File: src/pcfu_pkg.sv
package pcfu_pkg;

    // ==========================================================
    // Widths
    localparam int PCFU_HI_W = 5;
    localparam int PCFU_LO_W = 8;
    localparam int PCFU_IW = 16;

    // ==========================================================
    // Register map, byte addresses
    localparam logic [11:0] PCFU_OFF_CNT_LOW = 12'h000;
    localparam logic [11:0] PCFU_OFF_SNAP_LOW = 12'h004;
    localparam logic [11:0] PCFU_OFF_SNAP_HIGH = 12'h008;
    localparam logic [11:0] PCFU_OFF_STATUS = 12'h00c;

    // ==========================================================
    // Reset values and fields
    localparam logic [12:0] PCFU_RST_VEC = 13'h0000;
    localparam logic [7:0] PCFU_SNAP_RST = 8'h00;
    localparam logic [15:0] PCFU_NOP_WORD = 16'h0000;
    localparam int PCFU_ST_PH_LSB = 0;
    localparam int PCFU_ST_EX_LSB = 2;

    typedef enum logic [1:0] {
        PCFU_T1 = 2'b00,
        PCFU_T2 = 2'b01,
        PCFU_T3 = 2'b10,
        PCFU_T4 = 2'b11
    } pcfu_phase_e;

    typedef enum logic [1:0] {
        PCFU_X_NORM = 2'b00,
        PCFU_X_EXT2 = 2'b01,
        PCFU_X_DUMMY = 2'b10
    } pcfu_exec_e;

endpackage: pcfu_pkg

File: src/pcfu_phase_if.sv
interface pcfu_phase_if;
    pcfu_pkg::pcfu_phase_e phase;
    logic last;
    modport gen (output phase, output last);
    modport seq (input phase, input last);
endinterface: pcfu_phase_if

File: src/pcfu_top.sv
module pcfu_top #(
    parameter int HI_W = pcfu_pkg::PCFU_HI_W
) (
    input wire logic REF_CLK,
    input wire logic RST_N,
    input wire logic [11:0] PADDR,
    input wire logic PSEL,
    input wire logic PENABLE,
    input wire logic PWRITE,
    input wire logic [31:0] PWDATA,
    input wire logic [3:0] PSTRB,
    output logic [31:0] PRDATA,
    output logic PREADY,
    output logic PSLVERR,
    output logic [HI_W+7:0] PM_ADDR,
    output logic PM_RD,
    input wire logic [15:0] PM_DATA,
    output logic [15:0] INSTR,
    output logic INSTR_VALID,
    output logic [1:0] PHASE,
    output logic [HI_W+7:0] EXEC_PC,
    input wire logic CORE_EXTENDED,
    input wire logic CORE_BRANCH,
    input wire logic [HI_W+7:0] CORE_TARGET,
    input wire logic CORE_SKIP,
    input wire logic CORE_IRQ,
    input wire logic [HI_W+7:0] CORE_VECTOR
);
    localparam int LO_W = pcfu_pkg::PCFU_LO_W;
    localparam int AW = HI_W + LO_W;

    // ==========================================================
    // Phase generator
    pcfu_phase_if ph_if();

    pcfu_phase u_phase (
        .clk(REF_CLK),
        .rst_n(RST_N),
        .ph(ph_if)
    );

    logic ph_last;
    pcfu_pkg::pcfu_phase_e ph_now;
    assign ph_last = ph_if.last;
    assign ph_now = ph_if.phase;

    // ==========================================================
    // Sequencing state
    logic [AW-1:0] pm_addr_ff;
    logic [AW-1:0] pc_ff;
    logic [AW-1:0] exec_pc_ff;
    logic [15:0] instr_ff;
    pcfu_pkg::pcfu_exec_e exec_st_ff;
    pcfu_pkg::pcfu_exec_e nxt_exec_st;
    logic wr_pend_ff;
    logic [LO_W-1:0] wr_val_ff;
    logic [7:0] hold_ff;

    logic valid;
    logic ext_first;
    logic br;
    logic skp;
    logic redir;
    logic discard;
    logic wr_used;
    logic [AW-1:0] nxt_fetch;

    assign valid = (exec_st_ff != pcfu_pkg::PCFU_X_DUMMY);
    assign br = valid & CORE_BRANCH;
    assign skp = valid & CORE_SKIP;
    // First cycle of an extended word holds the fetch for one more cycle
    assign ext_first = valid & CORE_EXTENDED & (exec_st_ff == pcfu_pkg::PCFU_X_NORM);

    // Target choice: interrupt, then branch, then low byte write
    always_comb
    begin
        nxt_fetch = pc_ff;
        redir = 1'b1;
        wr_used = 1'b0;
        if (CORE_IRQ)
            nxt_fetch = CORE_VECTOR;
        else if (br)
            nxt_fetch = CORE_TARGET;
        else if (wr_pend_ff)
        begin
            nxt_fetch = {pc_ff[AW-1:LO_W], wr_val_ff};
            wr_used = 1'b1;
        end
        else
            redir = 1'b0;
    end

    assign discard = redir | skp;

    always_comb
    begin
        unique case (exec_st_ff)
            pcfu_pkg::PCFU_X_NORM:
                nxt_exec_st = ext_first ? pcfu_pkg::PCFU_X_EXT2 :
                    (discard ? pcfu_pkg::PCFU_X_DUMMY : pcfu_pkg::PCFU_X_NORM);
            pcfu_pkg::PCFU_X_EXT2,
            pcfu_pkg::PCFU_X_DUMMY:
                nxt_exec_st = discard ? pcfu_pkg::PCFU_X_DUMMY : pcfu_pkg::PCFU_X_NORM;
            default:
                nxt_exec_st = pcfu_pkg::PCFU_X_DUMMY;
        endcase
    end

    // Redirects and skips replace the next word with a dummy cycle
    always_ff @(posedge REF_CLK)
    begin
        if (!RST_N)
            exec_st_ff <= pcfu_pkg::PCFU_X_DUMMY;
        else if (ph_last)
            exec_st_ff <= nxt_exec_st;
    end

    // Fetch address and counter step at the start of the first phase
    always_ff @(posedge REF_CLK)
    begin
        if (!RST_N)
        begin
            pm_addr_ff <= AW'(pcfu_pkg::PCFU_RST_VEC);
            pc_ff <= AW'(pcfu_pkg::PCFU_RST_VEC) + AW'(1);
        end
        else if (ph_last && !ext_first)
        begin
            pm_addr_ff <= nxt_fetch;
            pc_ff <= nxt_fetch + AW'(1);
        end
    end

    // Fetched word moves to execute while phases two to four run it
    always_ff @(posedge REF_CLK)
    begin
        if (!RST_N)
        begin
            instr_ff <= pcfu_pkg::PCFU_NOP_WORD;
            exec_pc_ff <= AW'(pcfu_pkg::PCFU_RST_VEC);
        end
        else if (ph_last && !ext_first)
        begin
            instr_ff <= PM_DATA;
            exec_pc_ff <= pm_addr_ff;
        end
    end

    // ==========================================================
    // APB slave
    logic rdy_ff;
    logic [31:0] prdata_ff;
    logic hit;
    logic acc_first;
    logic acc_done;
    logic wr_take;
    logic snap_rd;
    logic [31:0] rd_mux;

    assign hit = (PADDR == pcfu_pkg::PCFU_OFF_CNT_LOW) ||
                 (PADDR == pcfu_pkg::PCFU_OFF_SNAP_LOW) ||
                 (PADDR == pcfu_pkg::PCFU_OFF_SNAP_HIGH) ||
                 (PADDR == pcfu_pkg::PCFU_OFF_STATUS);
    assign acc_first = PSEL & PENABLE & ~rdy_ff;
    assign acc_done = PSEL & PENABLE & rdy_ff;
    assign wr_take = acc_done & PWRITE & PSTRB[0] &
                     (PADDR == pcfu_pkg::PCFU_OFF_CNT_LOW);
    assign snap_rd = acc_first & ~PWRITE & (PADDR == pcfu_pkg::PCFU_OFF_SNAP_LOW);

    always_comb
    begin
        rd_mux = 32'h0000_0000;
        if (PADDR == pcfu_pkg::PCFU_OFF_CNT_LOW)
            rd_mux = 32'(pc_ff[LO_W-1:0]);
        else if (PADDR == pcfu_pkg::PCFU_OFF_SNAP_LOW)
            rd_mux = 32'(exec_pc_ff[LO_W-1:0]);
        else if (PADDR == pcfu_pkg::PCFU_OFF_SNAP_HIGH)
            rd_mux = 32'(hold_ff);
        else if (PADDR == pcfu_pkg::PCFU_OFF_STATUS)
        begin
            rd_mux[pcfu_pkg::PCFU_ST_PH_LSB +: 2] = ph_now;
            rd_mux[pcfu_pkg::PCFU_ST_EX_LSB +: 2] = exec_st_ff;
        end
    end

    // One wait state so read data comes from a flop
    always_ff @(posedge REF_CLK)
    begin
        if (!RST_N)
            rdy_ff <= 1'b0;
        else
            rdy_ff <= acc_first;
    end

    always_ff @(posedge REF_CLK)
    begin
        if (!RST_N)
            prdata_ff <= 32'h0000_0000;
        else if (acc_first && !PWRITE)
            prdata_ff <= rd_mux;
    end

    assign PREADY = rdy_ff;
    assign PSLVERR = rdy_ff & ~hit;
    assign PRDATA = prdata_ff;

    // ==========================================================
    // Low byte write: pending until an instruction boundary with no interrupt or branch
    always_ff @(posedge REF_CLK)
    begin
        if (!RST_N)
        begin
            wr_pend_ff <= 1'b0;
            wr_val_ff <= pcfu_pkg::PCFU_SNAP_RST;
        end
        else if (wr_take)
        begin
            wr_pend_ff <= 1'b1;
            wr_val_ff <= PWDATA[LO_W-1:0];
        end
        else if (ph_last && !ext_first && wr_used)
            wr_pend_ff <= 1'b0;
    end

    // ==========================================================
    // Snapshot high holding byte, written only by a snapshot low read
    always_ff @(posedge REF_CLK)
    begin
        if (!RST_N)
            hold_ff <= pcfu_pkg::PCFU_SNAP_RST;
        else if (snap_rd)
            hold_ff <= 8'(exec_pc_ff[AW-1:LO_W]);
    end

    // ==========================================================
    // Outputs
    assign PM_ADDR = pm_addr_ff;
    assign PM_RD = (ph_now == pcfu_pkg::PCFU_T1) && (exec_st_ff != pcfu_pkg::PCFU_X_EXT2);
    assign INSTR = instr_ff;
    assign INSTR_VALID = valid;
    assign PHASE = ph_now;
    assign EXEC_PC = exec_pc_ff;
endmodule: pcfu_top

File: src/pcfu_phase.sv
module pcfu_phase (
    input wire logic clk,
    input wire logic rst_n,
    pcfu_phase_if.gen ph
);
    pcfu_pkg::pcfu_phase_e ph_ff;
    pcfu_pkg::pcfu_phase_e nxt_ph;

    always_comb
    begin
        unique case (ph_ff)
            pcfu_pkg::PCFU_T1: nxt_ph = pcfu_pkg::PCFU_T2;
            pcfu_pkg::PCFU_T2: nxt_ph = pcfu_pkg::PCFU_T3;
            pcfu_pkg::PCFU_T3: nxt_ph = pcfu_pkg::PCFU_T4;
            pcfu_pkg::PCFU_T4: nxt_ph = pcfu_pkg::PCFU_T1;
        endcase
    end

    // Four non-overlapping phases form one instruction cycle
    always_ff @(posedge clk)
    begin
        if (!rst_n)
            ph_ff <= pcfu_pkg::PCFU_T1;
        else
            ph_ff <= nxt_ph;
    end

    assign ph.phase = ph_ff;
    assign ph.last = (ph_ff == pcfu_pkg::PCFU_T4);

endmodule: pcfu_phase

File: config.mk
export PLATFORM = sky130hd
export DESIGN_NAME = pcfu_top
export DESIGN_NICKNAME = d
export VERILOG_FILES = /design/src/pcfu_pkg.sv /design/src/pcfu_phase_if.sv /design/src/pcfu_top.sv /design/src/pcfu_phase.sv
export SDC_FILE = /design/constraint.sdc
export NUM_CORES = 1
export LEC_CHECK = 0
export ABC_AREA = 1
export BUFFER_PORTS_ARGS = -buffer_cell sky130_fd_sc_hd__buf_4
export CAP_MARGIN = 20
export CELL_PAD_IN_SITES_DETAIL_PLACEMENT = 0
export CELL_PAD_IN_SITES_GLOBAL_PLACEMENT = 1
export CORE_AREA = 4 4 125 127
export CTS_BUF_LIST = sky130_fd_sc_hd__clkbuf_8
export DETAILED_ROUTE_END_ITERATION = 7
export DIE_AREA = 0 0 129 131
export GPL_TIMING_DRIVEN = 0
export HOLD_SLACK_MARGIN = 0.08
export PLACE_DENSITY = 0.88
export SLEW_MARGIN = 10
export SYNTH_ARGS = -nofsm -noshare
export SYNTH_HDL_FRONTEND = slang
export SYNTH_HIERARCHICAL = 1
export SYNTH_SLANG_ARGS = --single-unit
File: constraint.sdc
create_clock -name REF_CLK -period 1.94 [get_ports REF_CLK]
set_input_delay 0.291 -clock REF_CLK [delete_from_list [all_inputs] [get_ports REF_CLK]]
set_output_delay 0.291 -clock REF_CLK [all_outputs]
set_load 0.01 [all_outputs]
# Yosys cells after proc, flatten, opt, wreduce, memory -nomap -nowiden
# Index checks and enable logic that the tools add are counted.
# word_totals
regBits	106
in_bits	99
output_inout_bits	80
wordCells	72
# op_classes
n_addsub	1
n_eq_ne	10
n_mux	19
bitwise_logic	17
n_reduce_logical	14
# ops
operator	count
$mux 13	2
$eq 12x4->1 const B	2
$mux 8	3
$add 13x1->13 const B	1
$and 1x1->1	13
$eq 12x3->1 const B	1
$logic_not 12->1	1
$mux 1	8
$mux 4	2
$pmux 2 s4	1
$eq 2x2->1 const B	3
$eq 2x1->1 const B	2
$logic_and 1x1->1	4
$logic_not 2->1	2
$mux 2	2
$pmux 2 s2	1
$logic_or 1x1->1	3
$not 1->1	3
$logic_not 1->1	2
$ne 2x1->1 const B	1
$ne 2x2->1 const B	1
$reduce_bool 2->1	1
$reduce_or 2->1	1
$or 1x1->1	1

# Longest topological paths before layout
# depth
depth_word	8
ltp_mapped	17
ltp_nobuf	17

# Cells and area by module
# The synthesis kept the hierarchy.
# by_module_without_submodules
mod	n_inst	cells_per_inst	area_per_inst_um2	seq_area_each_um2
pcfu_top	1	606	4175.3	1601.5
pcfu_phase	1	12	103.8	40.0

# Worst setup path after synthesis
# OpenSTA, ideal clock, no wires.
# synth_timing
path_type	flip-flop to flip-flop
startpoint	register exec_st_ff[0]
endpoint	register pc_ff[6]
setup_ns	0.113
arrival_ns	1.962
required_ns	1.827
path_slack_ns	-0.135
stages_incl_launch_ff	16
path_buffers	0
synth_period_minus_slack_ns	2.075
path_cell_list	dfxtp_1 -> inv_1 -> ha_1 -> inv_2 -> nand2_4 -> nand3_1 -> nand2_1 -> o21ai_2 -> ha_1 -> nand2_1 -> nor2_4 -> nand2_1 -> nand2_1 -> nand2_1 -> o21ai_1 -> inv_1
# synth_between
elab_chain_len	5
elab_cells_between_ends	10
classes_between	add/sub: 1; eq/ne: 1; mux: 2; bitwise: 3; reduce/logical: 3
# synth_lines
item	line_no	rtl
start: declaration	pcfu_top.sv:53	pcfu_pkg::pcfu_exec_e exec_st_ff;
start signal: assignment	pcfu_top.sv:113	exec_st_ff <= pcfu_pkg::PCFU_X_DUMMY;
start signal: assignment	pcfu_top.sv:115	exec_st_ff <= nxt_exec_st;
$ne 2x2->1	pcfu_top.sv:68	assign valid = (exec_st_ff != pcfu_pkg::PCFU_X_DUMMY);
named net INSTR_VALID	pcfu_top.sv:19	output logic INSTR_VALID,
$and 1x1->1	pcfu_top.sv:69	assign br = valid & CORE_BRANCH;
$mux 13	pcfu_top.sv:82	else if (br)
$mux 13	pcfu_top.sv:80	if (CORE_IRQ)
named net nxt_fetch[0]	pcfu_top.sv:66	logic [AW-1:0] nxt_fetch;
$add 13x1->13	pcfu_top.sv:129	pc_ff <= nxt_fetch + AW'(1);
end signal: assignment	pcfu_top.sv:124	pc_ff <= AW'(pcfu_pkg::PCFU_RST_VEC) + AW'(1);
end signal: assignment	pcfu_top.sv:129	
end: declaration	pcfu_top.sv:50	logic [AW-1:0] pc_ff;
# The timed path passes the listed nets, and every way through them passes these cells.
# A chain may end at the register's enable or synchronous reset.

# Worst setup path after layout
# layout_timing
startpoint	register exec_st_ff[0]
endpoint	register pc_ff[4]
# layout_between
elab_chain_len	5
elab_cells_between_ends	10
classes_between	add/sub: 1; eq/ne: 1; mux: 2; bitwise: 3; reduce/logical: 3
# layout_lines
item	line_no
$ne 2x2->1	pcfu_top.sv:68
$and 1x1->1	pcfu_top.sv:69
$mux 13	pcfu_top.sv:82
$mux 13	pcfu_top.sv:80
named net nxt_fetch[0]	pcfu_top.sv:66
$add 13x1->13	pcfu_top.sv:129
# The timed path passes the listed nets, and every way through them passes these cells.

==> impl_metrics.xml <==
<?xml version="1.0" encoding="UTF-8"?>
<metrics>
  <group name="outcome">
    <metric name="status" unit="">complete, but fails checks</metric>
    <metric name="violations_in_the_final_reports" unit="">negative setup slack</metric>
  </group>
  <group name="power">
    <metric name="tot_pwr" unit="uW">5090</metric>
    <metric name="cellPowerDensity" unit="mW/mm2">823</metric>
    <metric name="max_rail_drop_vdd" unit="mV">0.351</metric>
    <metric name="leakagePower" unit="uW">0.00298</metric>
  </group>
  <group name="timing">
    <metric name="worst_clock_skew" unit="ns">0.0122</metric>
    <metric name="final_min_period_over_clock_period" unit="%">101</metric>
    <metric name="max-slew-margin-rel" unit="%">62.6</metric>
    <metric name="fmaxAchievable" unit="MHz">512</metric>
    <metric name="hold_violations" unit="">0</metric>
    <metric name="final_period_minus_worst_setup_slack" unit="ns">1.95</metric>
    <metric name="tightestPinTransition" unit="ns">0.561</metric>
    <metric name="unrepaired_setup_endpoints_after_global_routing" unit="">true</metric>
    <metric name="drv_slew" unit="">0</metric>
    <metric name="setup_total_negative_slack" unit="ns">-0.0136</metric>
    <metric name="setup_viol_count_final" unit="">2</metric>
    <metric name="timing.final.ws_setup" unit="ns">-0.0114</metric>
  </group>
  <group name="worst_setup_path">
    <metric name="ordered_cell_list_for_the_critical_path" unit="">inv_4, ha_4, inv_6, nand2_8, nand3_2, nand2_2, o21ai_4, ha_4, nand2_4, nor2_4, buf_4, xor2_1, a21oi_1</metric>
    <metric name="endpoint_of_the_most_critical_register_to_register_path" unit="">pc_ff[4]</metric>
    <metric name="r2r_start" unit="">exec_st_ff[0]</metric>
    <metric name="crit_path_start_kind" unit="">flop</metric>
    <metric name="cp_max_fo" unit="">7</metric>
    <metric name="reg2regPathDepth" unit="">13</metric>
    <metric name="setup.reg_to_reg.worst_slack" unit="ns">-0.01</metric>
    <metric name="crit_buf_inv" unit="">3</metric>
    <metric name="critPathMaxStageDelay" unit="ns">0.36</metric>
    <metric name="cp_top_family" unit="">simple AND/OR/NAND/NOR gates</metric>
    <metric name="worst-endpoint-required" unit="ns">2.19</metric>
    <metric name="crit_slowest_cell" unit="">sky130_fd_sc_hd__dfxtp_4</metric>
    <metric name="cp_data_arrival_time" unit="ns">2.20</metric>
    <metric name="setup.worst_path.class" unit="">flop to flop</metric>
    <metric name="timing.critical_path.to_type" unit="">flop</metric>
    <metric name="path_common_cell" unit="">sky130_fd_sc_hd__ha_4</metric>
  </group>
  <group name="detailed_routing">
    <metric name="detailroute.via_count" unit="">4378</metric>
    <metric name="wl_per_cell" unit="um">13.9</metric>
    <metric name="drt_pass1_iterations" unit="">4</metric>
    <metric name="postRouteWirelength" unit="mm">13.7</metric>
    <metric name="detailedRoute.firstIterationViolations" unit="">255</metric>
    <metric name="vias_per_cell" unit="">4.43</metric>
    <metric name="route.antenna.remaining_nets" unit="">0</metric>
    <metric name="drc_errors" unit="">0</metric>
  </group>
  <group name="yosys">
    <metric name="synth_edf_count" unit="">0</metric>
    <metric name="syn_inst" unit="">618</metric>
    <metric name="syn-cell-area" unit="mm2">0.00428</metric>
    <metric name="synth_top_area_cell" unit="">sky130_fd_sc_hd__dfxtp_1</metric>
    <metric name="synth_top_flop_cell" unit="">sky130_fd_sc_hd__dfxtp_1</metric>
    <metric name="synth_seq_area_share" unit="%">38.4</metric>
    <metric name="async_flop_share" unit="%">0</metric>
    <metric name="post_synth_num_cell_types" unit="">38</metric>
    <metric name="synth.area.top_cells" unit="">sky130_fd_sc_hd__dfxtp_1 (38%), sky130_fd_sc_hd__nand2_1 (10%), sky130_fd_sc_hd__nor2_1 (8.9%)</metric>
    <metric name="post_synth.cell_area_avg" unit="um2">6.92</metric>
    <metric name="synth_top_cell_area_share" unit="%">38.4</metric>
    <metric name="synth_seq_cells" unit="">82</metric>
    <metric name="synth.yosys.warnings" unit="">6</metric>
  </group>
  <group name="floorplanning">
    <metric name="placement_rows" unit="">44</metric>
    <metric name="start_util" unit="%">29.7</metric>
    <metric name="fp.dieW" unit="um">129</metric>
    <metric name="design.core.area" unit="mm2">0.0144</metric>
    <metric name="die_area" unit="mm2">0.0169</metric>
    <metric name="floorplan.io_pins" unit="">179</metric>
    <metric name="die_h" unit="um">131</metric>
  </group>
  <group name="min_path">
    <metric name="min-delay-path-class" unit="">input pin to flop</metric>
    <metric name="hold_depth" unit="">3</metric>
    <metric name="hold-path-endpoint" unit="">u_phase/ph.phase[1]</metric>
    <metric name="worstHoldStart" unit="">RST_N</metric>
  </group>
  <group name="finish">
    <metric name="area_delta_synth_final" unit="%">44.4</metric>
    <metric name="final_layout_size_suffix_gt1_share" unit="%">32.5</metric>
    <metric name="fin_nets" unit="">907</metric>
    <metric name="post-route-util" unit="%">42.8</metric>
    <metric name="antennaDiodeCount" unit="">0</metric>
    <metric name="finalNonFillerCells" unit="">988</metric>
  </group>
  <group name="place">
    <metric name="gp_congestion" unit="">0.813</metric>
    <metric name="dp.cells" unit="">952</metric>
    <metric name="placement.io_buffers" unit="">127</metric>
    <metric name="place.detailed.hpwl" unit="mm">10.6</metric>
  </group>
  <group name="job">
    <metric name="cap_violations" unit="">0</metric>
  </group>
  <group name="global_routing">
    <metric name="grt.overflow.total" unit="">0</metric>
    <metric name="pin_count_of_the_biggest_net_entering_global_routing" unit="">14</metric>
    <metric name="number_of_global_route_vias_before_repair" unit="">4071</metric>
    <metric name="grt_antenna_before_repair" unit="">0</metric>
    <metric name="grt_pass1_wl" unit="mm">20.6</metric>
    <metric name="groute.usage.overall" unit="%">15.5</metric>
  </group>
  <group name="cts">
    <metric name="cts.root.buffer_cell" unit="">sky130_fd_sc_hd__clkbuf_8</metric>
    <metric name="clock_insertion_delay_worst_skew" unit="ns">0.37</metric>
    <metric name="number_of_buffers_added_by_the_clock_tree_synthesis_step" unit="">9</metric>
    <metric name="clk_pin_slew_worst_paths" unit="ns">0.08</metric>
    <metric name="cts.htree.levels" unit="">3</metric>
    <metric name="clockBufferDepth" unit="">2</metric>
    <metric name="clock-sinks" unit="">82</metric>
    <metric name="cts_tree" unit="">yes</metric>
  </group>
</metrics>
==> area by class of cell <==
class	instances	area (um2)
fillers	1528	8250
flip-flops and latches	82	1650
clock inverters	6	82.6
well taps	184	230
plain buffers	50	313
inverters	72	282
repair buffers	148	1140
clock buffers	9	124
multi-input cells	437	2360
==> per-stage QoR <==
stage / hold WS, ns / setup WS (ns) / instance area, um2
6_report: 0.136 / -0.0114 / 6180
5_1_grt: 0.141 / -0.149 / 6180
4_1_cts: 0.121 / 0.00308 / 5860
3_5_place_dp: 0.440 / -0.217 / 5580
3_3_place_gp: 0.438 / -0.197 / 5580
2_1_floorplan: 0.384 / 0.0141 / 4400
==> cells in the mapped netlist (3+ instances only) <==
library cell                 n
sky130_fd_sc_hd__o22ai_1     4
sky130_fd_sc_hd__o21ai_0    64
sky130_fd_sc_hd__dfxtp_1    82
sky130_fd_sc_hd__ha_1        8
sky130_fd_sc_hd__buf_4      25
sky130_fd_sc_hd__inv_1      68
sky130_fd_sc_hd__clkbuf_1   17
sky130_fd_sc_hd__a21oi_1    34
sky130_fd_sc_hd__nor2_4      3
sky130_fd_sc_hd__nand3_1    25
sky130_fd_sc_hd__nor2_2      3
sky130_fd_sc_hd__nand3_2     4
sky130_fd_sc_hd__inv_2       3
sky130_fd_sc_hd__o21bai_1    5
sky130_fd_sc_hd__o211ai_1   10
sky130_fd_sc_hd__nand2_2     8
sky130_fd_sc_hd__buf_2       7
sky130_fd_sc_hd__o21ai_1     4
sky130_fd_sc_hd__nand4_1     3
sky130_fd_sc_hd__nor3_1      3
sky130_fd_sc_hd__nor2_1    102
sky130_fd_sc_hd__nand2_1   114
==> report_power, final <==
group,switching (uW),internal (uW)
Clock,635,714
Sequential,172,1880
Combinational,908,773
==> kinds of logic (layout without fill, tap and decap cells) <==
group                      Yosys count  after routing  synth area share (%)
AOI/OAI and AO/OA                  131            131                  17.7
other                                1             24                0.0876
and+or+nand+nor                    271            271                  27.5
adders and majority gates            8              8                  2.34
DFF                                 82             82                  38.4
xor gates and xnor gates             3              3                 0.614
buffers and inverters              122            285                  13.5
==> registers in the layout, summed over array words and instances, names as in the netlist <==
name	cells
wr_val_ff	8
u_phase/ph.phase	2
PRDATA	8
wr_pend_ff	1
PM_ADDR	13
exec_st_ff	2
pc_ff	13
INSTR	16
PREADY	1
EXEC_PC	13
hold_ff	5
==> per-layer routing <==
layer,wire (um),track usage [%],vias to the layer above
li1,-,-,2286
met1,5850,19.5,1957
met2,6660,26.3,120
met3,1030,3.78,15
met4,195,4.76,0
met5,0,0,-
==> worst max path at each step <==
| stage | from | to | slack, ns | depth (start not counted) |
|---|---|---|---|---|
| 2_1_floorplan | exec_st_ff[0] | pc_ff[6] | 0.01 | 15 |
| 3_3_place_gp | exec_st_ff[0] | pc_ff[6] | -0.20 | 15 |
| 3_5_place_dp | exec_st_ff[0] | pc_ff[6] | -0.22 | 15 |
| 4_1_cts | exec_st_ff[0] | pc_ff[4] | 0.003 | 12 |
| 5_1_grt | exec_st_ff[0] | pc_ff[6] | -0.15 | 15 |
| 6_report | exec_st_ff[0] | pc_ff[4] | -0.01 | 13 |
==> placed cells by master, fill, tap and decap left out, drive strengths merged, types with 2 or more instances in the layout <==
cell	n
buf	180
nand2	124
nor2	108
dfxtp	82
inv	73
o21ai	69
a21oi	36
nand3	30
clkbuf	27
conb	24
o211ai	10
ha	8
o21bai	5
o22ai	4
nor3	4
a31oi	4
nand4	3
nor4	2
xor2	2
bufinv	2
clkinv	2
==> tightest hold or removal path: stages <==
cell and delay (ns):
sky130_fd_sc_hd__buf_4 0.09, sky130_fd_sc_hd__nand2_1 0.04, sky130_fd_sc_hd__inv_1 0.04
==> what timing repair did <==
item                                   4_1_cts  5_1_grt
endpoints found under the hold margin        0        0
pin swaps                                    4       28
setup endpoints to repair                   57       29
hold buffers                                 0        0
buffers inserted                             7       14
gates resized for setup                      9       50
No activity file was read; power rests on OpenSTA's default activity.
